--- config.mk ---
export PLATFORM = sky130hd
export DESIGN_NAME = pll_mode_reset_sequencer
export DESIGN_NICKNAME = d
export VERILOG_FILES = /design/src/rtl/pll_seq_pkg.sv /design/src/rtl/config_nonvolatile_store.sv /design/src/rtl/pll_mode_reset_sequencer.sv
export SDC_FILE = /design/constraint.sdc
export NUM_CORES = 1
export LEC_CHECK = 0
export ABC_CLOCK_PERIOD_IN_PS = 6600
export BUFFER_PORTS_ARGS = -buffer_cell sky130_fd_sc_hd__buf_2
export CELL_PAD_IN_SITES_DETAIL_PLACEMENT = 1
export CELL_PAD_IN_SITES_GLOBAL_PLACEMENT = 1
export CORE_ASPECT_RATIO = 1.5
export CORE_MARGIN = 2
export CORE_UTILIZATION = 35
export DETAILED_ROUTE_END_ITERATION = 6
export GPL_ROUTABILITY_DRIVEN = 0
export PLACE_DENSITY = 0.63
export SLEW_MARGIN = 20
export SYNTH_ARGS = -nofsm -noshare
export SYNTH_HDL_FRONTEND = slang
export SYNTH_SLANG_ARGS = --single-unit
--- constraint.sdc ---
create_clock -name i_core_clk -period 6.6 [get_ports i_core_clk]
set_clock_uncertainty 0.05 [all_clocks]
set_input_delay 0 -clock i_core_clk [delete_from_list [all_inputs] [get_ports i_core_clk]]
set_output_delay 0 -clock i_core_clk [all_outputs]
set_load 0.005 [all_outputs]
--- src/rtl/pll_seq_pkg.sv ---
// Shared constants and types for the PLL mode and reset sequencer
package pll_seq_pkg;
  // APB register byte offsets
  localparam logic [7:0] CTRL_OFS = 8'h00;
  localparam logic [7:0] BW_OFS = 8'h04;
  localparam logic [7:0] SEL_OFS = 8'h08;
  localparam logic [7:0] XPT_OFS = 8'h0C;
  localparam logic [7:0] DIV_OFS = 8'h10;
  localparam logic [7:0] STAT_OFS = 8'h14;
  localparam logic [7:0] NVM_OFS = 8'h18;
  // Control bit positions
  localparam int CTRL_HARD_BIT = 0;
  localparam int CTRL_SOFT_BIT = 1;
  localparam int CTRL_FAST_BIT = 2;
  localparam int CTRL_STORE_BIT = 3;
  // Bandwidth code field layout and limits
  localparam int BW_W = 6;
  localparam int NBW_LSB = 0;
  localparam int FBW_LSB = 8;
  localparam logic [5:0] NBW_MIN = 6'h00;  // 0.1 Hz
  localparam logic [5:0] NBW_MAX = 6'h24;  // 4 kHz
  localparam logic [5:0] FBW_MIN = 6'h14;  // 100 Hz
  localparam logic [5:0] FBW_MAX = 6'h24;  // 4 kHz
  // Store layout: word address of each saved register
  localparam int NVM_AW = 3;
  localparam logic [2:0] NVM_BW_ADR = 3'h0;
  localparam logic [2:0] NVM_SEL_ADR = 3'h1;
  localparam logic [2:0] NVM_XPT_ADR = 3'h2;
  localparam logic [2:0] NVM_DIV_ADR = 3'h3;
  localparam logic [2:0] NVM_LAST_ADR = 3'h3;
  localparam logic [31:0] UNMAPPED_RDATA = 32'h0000_0000;
  // Two-bit mode code as seen by software
  localparam logic [1:0] MODE_FREE = 2'h0;
  localparam logic [1:0] MODE_ACQ = 2'h1;
  localparam logic [1:0] MODE_LOCK = 2'h2;
  localparam logic [1:0] MODE_HOLD = 2'h3;
  typedef enum logic [2:0] {
    ST_INIT, ST_LOAD, ST_FREE, ST_ACQ, ST_LOCK, ST_HOLD
  } seq_state_t;
endpackage

--- src/rtl/config_nonvolatile_store.sv ---
// Small word memory standing in for the configuration non-volatile store
`timescale 1ns/10ps
`default_nettype none
module config_nonvolatile_store #(
  parameter int AW = 3,
  parameter int DW = 32
) (
  input wire logic i_core_clk,
  input wire logic i_we,
  input wire logic [AW-1:0] i_addr,
  input wire logic [DW-1:0] i_wdata,
  output logic [DW-1:0] o_rdata
);
  // Starts empty; only the clocked write below changes it
  logic [DW-1:0] mem [0:(1<<AW)-1] = '{default: '0};

  // Content survives reset; a write reads back the old word, registered read
  always_ff @(posedge i_core_clk) begin
    if (i_we) begin
      mem[i_addr] <= i_wdata;
    end
    o_rdata <= mem[i_addr];
  end
endmodule
`default_nettype wire

--- src/rtl/pll_mode_reset_sequencer.sv ---
// PLL mode and reset sequencer with APB control registers
`timescale 1ns/10ps
`default_nettype none
module pll_mode_reset_sequencer
  import pll_seq_pkg::*;
#(
  parameter int N_IN = 4,
  parameter int N_OUT = 10,
  parameter int N_DIV = 5
) (
  input wire logic i_core_clk,
  input wire logic i_rst,
  input wire logic i_hard_reset_n_pin,
  input wire logic [N_IN-1:0] i_in_valid,
  input wire logic i_pll_locked,
  input wire logic i_psel,
  input wire logic i_penable,
  input wire logic i_pwrite,
  input wire logic [7:0] i_paddr,
  input wire logic [31:0] i_pwdata,
  output logic [31:0] o_prdata,
  output logic o_pready,
  output logic o_pslverr,
  output logic o_init_done,
  output logic [1:0] o_mode,
  output logic [N_OUT-1:0] o_out_clk_en,
  output logic [BW_W-1:0] o_loop_bw,
  output logic [1:0] o_in_sel,
  output logic [N_OUT*3-1:0] o_xpt_sel,
  output logic [31:0] o_div_cfg,
  output logic o_soft_apply
);
  // ----------------------------------------
  // Hard reset sources
  // ----------------------------------------
  logic pin_q_r;
  logic hard_req;
  logic ctrl_hard_r;
  assign hard_req = !pin_q_r || ctrl_hard_r;

  always_ff @(posedge i_core_clk or posedge i_rst) begin
    if (i_rst) begin
      pin_q_r <= 1'b1;
    end else begin
      pin_q_r <= i_hard_reset_n_pin;
    end
  end

  // ----------------------------------------
  // Sequencer state
  // ----------------------------------------
  seq_state_t state_r, state_nxt;
  logic [NVM_AW-1:0] ld_adr_r;
  logic ld_wait_r;
  logic [31:0] nvm_rdata;
  logic ready_st;
  logic [1:0] auto_sel;
  logic [1:0] sel_in;
  logic sel_valid;
  logic any_valid;
  logic man_mode_r;
  logic [1:0] man_sel_r;
  logic [1:0] act_sel_r;

  assign ready_st = (state_r != ST_INIT) && (state_r != ST_LOAD);
  assign any_valid = |i_in_valid;

  // Lowest-numbered valid input wins in automatic selection
  function automatic logic [1:0] first_valid(input logic [N_IN-1:0] v);
    first_valid = 2'h0;
    for (int k = N_IN - 1; k >= 0; k--) begin
      if (v[k]) begin
        first_valid = k[1:0];
      end
    end
  endfunction

  assign auto_sel = first_valid(i_in_valid);
  assign sel_in = man_mode_r ? man_sel_r : auto_sel;
  assign sel_valid = i_in_valid[sel_in];

  always_comb begin
    state_nxt = state_r;
    case (state_r)
      ST_INIT: state_nxt = ST_LOAD;
      ST_LOAD: begin
        if (!ld_wait_r && ld_adr_r == NVM_LAST_ADR) begin
          state_nxt = ST_FREE;
        end
      end
      ST_FREE: begin
        if (sel_valid) begin
          state_nxt = ST_ACQ;
        end
      end
      ST_ACQ: begin
        if (!sel_valid) begin
          state_nxt = ST_FREE;
        end else if (i_pll_locked) begin
          state_nxt = ST_LOCK;
        end
      end
      ST_LOCK: begin
        if (!sel_valid) begin
          state_nxt = any_valid && !man_mode_r ? ST_ACQ : ST_HOLD;
        end
      end
      ST_HOLD: begin
        if (sel_valid) begin
          state_nxt = ST_ACQ;
        end
      end
      default: state_nxt = ST_INIT;
    endcase
  end

  // Any hard reset reruns the whole power-up path
  always_ff @(posedge i_core_clk or posedge i_rst) begin
    if (i_rst) begin
      state_r <= ST_INIT;
    end else if (hard_req) begin
      state_r <= ST_INIT;
    end else begin
      state_r <= state_nxt;
    end
  end

  // ----------------------------------------
  // Configuration load from store
  // ----------------------------------------
  always_ff @(posedge i_core_clk or posedge i_rst) begin
    if (i_rst) begin
      ld_adr_r <= NVM_BW_ADR;
      ld_wait_r <= 1'b1;
    end else if (state_r != ST_LOAD) begin
      ld_adr_r <= NVM_BW_ADR;
      ld_wait_r <= 1'b1;
    end else if (ld_wait_r) begin
      ld_wait_r <= 1'b0;
    end else if (ld_adr_r != NVM_LAST_ADR) begin
      ld_adr_r <= ld_adr_r + 3'h1;
      ld_wait_r <= 1'b1;
    end
  end

  // ----------------------------------------
  // APB slave
  // ----------------------------------------
  logic acc;
  logic wr_acc;
  logic loading;
  logic [31:0] bw_r, sel_r, xpt_r, div_r;
  logic fast_en_r;
  logic store_req_r;
  logic [NVM_AW-1:0] store_adr_r;
  logic nvm_we;
  logic [NVM_AW-1:0] nvm_adr;
  logic [31:0] nvm_wdata;
  logic [31:0] rd_mux;
  logic mapped;

  assign acc = i_psel && i_penable && ready_st;
  assign wr_acc = acc && i_pwrite;
  assign loading = (state_r == ST_LOAD) && !ld_wait_r;
  assign mapped = (i_paddr == CTRL_OFS) || (i_paddr == BW_OFS) || (i_paddr == SEL_OFS)
    || (i_paddr == XPT_OFS) || (i_paddr == DIV_OFS) || (i_paddr == STAT_OFS)
    || (i_paddr == NVM_OFS);

  // Out-of-range bandwidth codes clamp into the selectable range
  function automatic logic [BW_W-1:0] clamp_bw(input logic [BW_W-1:0] v,
      input logic [BW_W-1:0] lo, input logic [BW_W-1:0] hi);
    clamp_bw = (v < lo) ? lo : ((v > hi) ? hi : v);
  endfunction

  always_comb begin
    case (i_paddr)
      CTRL_OFS: rd_mux = {28'h0, store_req_r, fast_en_r, 1'b0, ctrl_hard_r};
      BW_OFS: rd_mux = bw_r;
      SEL_OFS: rd_mux = sel_r;
      XPT_OFS: rd_mux = xpt_r;
      DIV_OFS: rd_mux = div_r;
      STAT_OFS: rd_mux = {27'h0, i_pll_locked, act_sel_r, o_mode};
      default: rd_mux = UNMAPPED_RDATA;
    endcase
  end

  always_ff @(posedge i_core_clk or posedge i_rst) begin
    if (i_rst) begin
      o_pready <= 1'b0;
      o_prdata <= 32'h0000_0000;
      o_pslverr <= 1'b0;
    end else begin
      o_pready <= i_psel && !o_pready && ready_st && !hard_req;
      o_prdata <= rd_mux;
      o_pslverr <= i_psel && !o_pready && !mapped;
    end
  end

  // Register file: cleared on hard reset, then filled by the load sequence
  always_ff @(posedge i_core_clk or posedge i_rst) begin
    if (i_rst) begin
      bw_r <= 32'h0000_0000;
      sel_r <= 32'h0000_0000;
      xpt_r <= 32'h0000_0000;
      div_r <= 32'h0000_0000;
      fast_en_r <= 1'b0;
      ctrl_hard_r <= 1'b0;
    end else if (state_r == ST_INIT) begin
      bw_r <= 32'h0000_0000;
      sel_r <= 32'h0000_0000;
      xpt_r <= 32'h0000_0000;
      div_r <= 32'h0000_0000;
      fast_en_r <= 1'b0;
      ctrl_hard_r <= 1'b0;
    end else if (loading) begin
      case (ld_adr_r)
        NVM_BW_ADR: bw_r <= nvm_rdata;
        NVM_SEL_ADR: sel_r <= nvm_rdata;
        NVM_XPT_ADR: xpt_r <= nvm_rdata;
        default: div_r <= nvm_rdata;
      endcase
    end else if (wr_acc && o_pready) begin
      case (i_paddr)
        CTRL_OFS: begin
          ctrl_hard_r <= i_pwdata[CTRL_HARD_BIT];
          fast_en_r <= i_pwdata[CTRL_FAST_BIT];
        end
        BW_OFS: bw_r <= i_pwdata;
        SEL_OFS: sel_r <= i_pwdata;
        XPT_OFS: xpt_r <= i_pwdata;
        DIV_OFS: div_r <= i_pwdata;
        default: ;
      endcase
    end
  end

  // Store write: all four registers per request, one per cycle, starting at the bandwidth word
  always_ff @(posedge i_core_clk or posedge i_rst) begin
    if (i_rst) begin
      store_req_r <= 1'b0;
      store_adr_r <= NVM_BW_ADR;
    end else if (!ready_st) begin
      store_req_r <= 1'b0;
      store_adr_r <= NVM_BW_ADR;
    end else if (wr_acc && o_pready && i_paddr == CTRL_OFS && i_pwdata[CTRL_STORE_BIT]) begin
      store_req_r <= 1'b1;
      store_adr_r <= NVM_BW_ADR;
    end else if (store_req_r) begin
      store_adr_r <= store_adr_r + 3'h1;
      store_req_r <= store_adr_r != NVM_LAST_ADR;
    end
  end

  assign nvm_we = store_req_r;
  assign nvm_adr = store_req_r ? store_adr_r : ld_adr_r;
  assign nvm_wdata = (store_adr_r == NVM_BW_ADR) ? bw_r :
    (store_adr_r == NVM_SEL_ADR) ? sel_r :
    (store_adr_r == NVM_XPT_ADR) ? xpt_r : div_r;

  config_nonvolatile_store #(
    .AW(NVM_AW),
    .DW(32)
  ) u_store (
    .i_core_clk(i_core_clk),
    .i_we(nvm_we),
    .i_addr(nvm_adr),
    .i_wdata(nvm_wdata),
    .o_rdata(nvm_rdata)
  );

  // ----------------------------------------
  // Soft reset: apply staged settings, no reload
  // ----------------------------------------
  logic soft_wr;
  logic apply;
  assign soft_wr = wr_acc && o_pready && i_paddr == CTRL_OFS && i_pwdata[CTRL_SOFT_BIT];
  assign apply = soft_wr || (state_r == ST_LOAD && state_nxt == ST_FREE);

  always_ff @(posedge i_core_clk or posedge i_rst) begin
    if (i_rst) begin
      man_mode_r <= 1'b0;
      man_sel_r <= 2'h0;
      o_div_cfg <= 32'h0000_0000;
      o_xpt_sel <= '0;
      o_soft_apply <= 1'b0;
    end else begin
      o_soft_apply <= soft_wr;
      if (apply) begin
        man_mode_r <= sel_r[2];
        man_sel_r <= sel_r[1:0];
        // Last loaded word arrives at the same edge as the load end
        o_div_cfg <= loading ? nvm_rdata : div_r;
        o_xpt_sel <= xpt_r[N_OUT*3-1:0];
      end
    end
  end

  // ----------------------------------------
  // Outputs toward the analog loop
  // ----------------------------------------
  logic [BW_W-1:0] nbw, fbw;
  logic [1:0] mode_nxt;
  assign nbw = clamp_bw(bw_r[NBW_LSB +: BW_W], NBW_MIN, NBW_MAX);
  assign fbw = clamp_bw(bw_r[FBW_LSB +: BW_W], FBW_MIN, FBW_MAX);
  assign mode_nxt = (state_nxt == ST_ACQ) ? MODE_ACQ :
    (state_nxt == ST_LOCK) ? MODE_LOCK :
    (state_nxt == ST_HOLD) ? MODE_HOLD : MODE_FREE;

  always_ff @(posedge i_core_clk or posedge i_rst) begin
    if (i_rst) begin
      o_mode <= MODE_FREE;
      o_init_done <= 1'b0;
      o_out_clk_en <= '0;
      o_loop_bw <= NBW_MIN;
      o_in_sel <= 2'h0;
      act_sel_r <= 2'h0;
    end else if (hard_req || state_nxt == ST_INIT || state_nxt == ST_LOAD) begin
      o_mode <= MODE_FREE;
      o_init_done <= 1'b0;
      o_out_clk_en <= '0;
      o_loop_bw <= NBW_MIN;
      o_in_sel <= 2'h0;
      act_sel_r <= 2'h0;
    end else begin
      o_mode <= mode_nxt;
      o_init_done <= 1'b1;
      o_out_clk_en <= {N_OUT{1'b1}};
      o_loop_bw <= (fast_en_r && state_nxt == ST_ACQ) ? fbw : nbw;
      o_in_sel <= sel_in;
      act_sel_r <= sel_in;
    end
  end
endmodule
`default_nettype wire

==> results.py <==
metrics = {
    "cells_and_area": {
        "drive_above_1_share_pct": 14.20,
        "final_cell_count_no_fill": 3065,
        "mostFrequentLayoutCells": "nand2_1 (597), edfxtp_1 (256), dfrtp_1 (251), buf_2 (168), nand3_1 (160)",
        "final_net_count": 2281,
        "nFillCells": 6912,
        "fin_util_pct": 41.16,
        "finalInstanceArea_sq_um": 26010,
        "antenna_cells": 0,
        "final_common_cell": "nand2_1",
        "syn2layout_area_growth_pct": 16.33,
    },
    "clock_network": {
        "clkLatencyLatePin_ns": 0.58,
        "post-cts-setup-buffer-count": 0,
        "path_clk_slew_ns": 0.07,
        "tritoncts": "yes",
        "post_cts_resized": 0,
        "h-tree-depth": 2,
        "holdBufCountCts": 48,
        "cts_max_path_buffers": 3,
        "cts-root-buf": "clkbuf_16",
        "cts_made_buffers": 50,
        "clock-sinks": 541,
    },
    "synthesis": {
        "synth_cell_types": 56,
        "synth_cells": 2061,
        "synth_edf_count": 256,
        "yosys_most_used_dff": "edfxtp_1",
        "synth_seq_cells": 541,
        "synth_area_sq_um": 22360,
        "ys_seq_area_share_pct": 65.57,
        "avgSynthCellArea_sq_um": 10.85,
        "yosysWarnings": 0,
        "synth_fp_nets": 2122,
        "async_reset_ff_share_pct": 46.77,
    },
    "sta": {
        "drv_slew": 0,
        "tightest_slew_ns": 1.142,
        "setup_viol": 0,
        "rsz0062_at_grt": "no",
        "finalHoldViolCount": 0,
        "fin_setup_tns_ns": 0,
        "slew_headroom_pct": 23.09,
        "period_share_pct": 55.11,
        "min_period_ns": 3.637,
        "whs_ns": 0.02024,
        "fmax_mhz": 274.9,
    },
    "global_route": {
        "grt_pass1_vias": 17560,
        "grt_max_degree": 164,
        "grt_pass1_wl_um": 108300,
        "overflow": 0,
        "grt_usage_pct": 21.57,
        "antenna_found_initial": 0,
    },
    "power_and_ir_drop": {
        "ir_drop_mv": 0.1858,
        "leakage_nw": 10.99,
        "power_per_cell_area_nw_per_um2": 298.2,
    },
    "min_path": {
        "holdCritPathClass": "input port to register",
        "whs_path_depth": 2,
    },
    "place": {
        "dp_hpwl_um": 44510,
        "dpl.cell_count": 2925,
        "portBuffers": 168,
        "placed_cell_area_sq_um": 24000,
    },
    "setup_path": {
        "cp.required_ns": 7.00,
        "path_class": "register to register",
        "rrSetupSlack_ns": 2.96,
        "arrival_ns": 4.04,
        "end_kind": "register",
        "startpoint_type": "register",
        "ff2ff_path_depth": 7,
        "crit_fanout": 62,
    },
    "drt": {
        "ant_nets": 0,
        "first_iter_violations": 1242,
        "wire_per_inst_um": 23.23,
        "vias": 16570,
        "drcViolationCount": 0,
        "firstDrtPassIters": 7,
        "routed_wl_um": 71220,
        "viasPerCell": 5.406,
    },
    "outcome": {
        "status": "complete, no violations",
    },
    "floorplanning": {
        "start_util_pct": 35.38,
        "row_count": 113,
        "die-area_sq_um": 65960,
        "num_io_pins": 169,
        "core_sq_um": 63200,
        "die_y_um": 313.6,
        "die_w_um": 210.4,
    },
    "flow_run": {
        "cap_viol_max_count": 0,
    },
}
==> kinds of logic (layout without fill, tap and decap cells) <==
family | count (synthesis) | in the layout | share of synthesized area (%)
and+or+nand+nor | 831 | 831 | 15.60
DFF | 541 | 541 | 65.57
AOI/OAI and AO/OA | 440 | 440 | 11.32
buffers and inverters | 162 | 361 | 3.184
muxes | 76 | 76 | 3.733
adders and majority gates | 10 | 10 | 0.5596
xor gates and xnor gates | 1 | 1 | 0.03918
==> cell usage after synthesis, types with 6 or more instances <==
library cell  instances  area, sq um
mux2_2                6        67.56
edfxtp_1            256         7687
buf_4                12        90.09
buf_6                 6        67.56
nor2_1               23        86.33
clkbuf_1            107        401.6
dfrtp_1             251         6281
buf_1                11        41.29
mux2i_1              35        350.3
o21ai_0             152        760.7
a22oi_1              94        705.7
nand3_1             160        800.8
o21ai_1              82        410.4
a21o_1                7        52.55
inv_1                15        56.30
ha_1                 10        125.1
nor2b_1               9        56.30
buf_2                11        55.05
dfxtp_1              32        640.6
mux2_1               33        371.6
nand2b_1             10        62.56
nand2_1             597         2241
a21oi_1              80        400.4
==> worst max-delay path, cell delays in order, from the launching register on <==
cell     delay [ns]
dfrtp_1        0.50
nor2_2         0.53
nor2_1         0.27
and3_1         0.34
and2_2         0.26
nor2_4         0.73
buf_12         0.40
mux2_1         0.37
==> power breakdown <==
group | internal [W] | total (W) | switching (W)
Clock | 0.00151 | 0.00276 | 0.00125
Sequential | 0.00382 | 0.00406 | 0.000237
Combinational | 0.000297 | 0.000937 | 0.000639
==> layout make-up <==
cell class	count	area [sq um]	share of cell area [%]
clock inverter	25	137.6	0.5291
clock buffer	67	1390	5.344
sequential	541	14660	56.37
inverter	15	60.06	0.2309
tap	805	1007	3.872
multi-input combinational	1358	7123	27.38
timing repair buffer	254	1632	6.273
==> per-stage QoR <==
stage / total power, W / setup slack (ns)
after detailed placement: 0.005045 / 2.925
final: 0.007758 / 2.963
after CTS: 0.007826 / 2.914
after floorplan: 0.004630 / 3.038
after global placement: 0.004993 / 3.024
after global routing: 0.008075 / 2.764
==> sequential cells by signal, summed over array words and instances, names as in the netlist, 3 cells and up <==
register	count
u_store.o_rdata	32
bw_r	32
state_r	3
o_prdata	32
xpt_r	32
div_r	32
sel_r	32
u_store.mem	256
o_div_cfg	32
store_adr_r	3
o_loop_bw	6
ld_adr_r	3
o_xpt_sel	30
==> worst paths after layout <==
path | to | from
min in group asynchronous | div_r[5]$_DFFE_PP0P_ | i_rst
max in group asynchronous | sel_r[21]$_DFFE_PP0P_ | i_rst
min reg2reg | o_div_cfg[0]$_DFFE_PP0P_ | o_div_cfg[0]$_DFFE_PP0P_
min | pin_q_r$_DFF_PP1_ | i_hard_reset_n_pin
max reg2reg | o_xpt_sel[15]$_DFFE_PP0P_ | state_r[2]$_DFF_PP0_
max | o_xpt_sel[15]$_DFFE_PP0P_ | state_r[2]$_DFF_PP0_
==> routing by layer <==
layer / track usage [%] / share of wire [%]
met5: 0 / 0
met4: 5.922 / 2.5
met3: 1.918 / 3.7
met2: 39.50 / 52
met1: 27.19 / 42
No activity file was read; power rests on OpenSTA's default activity.
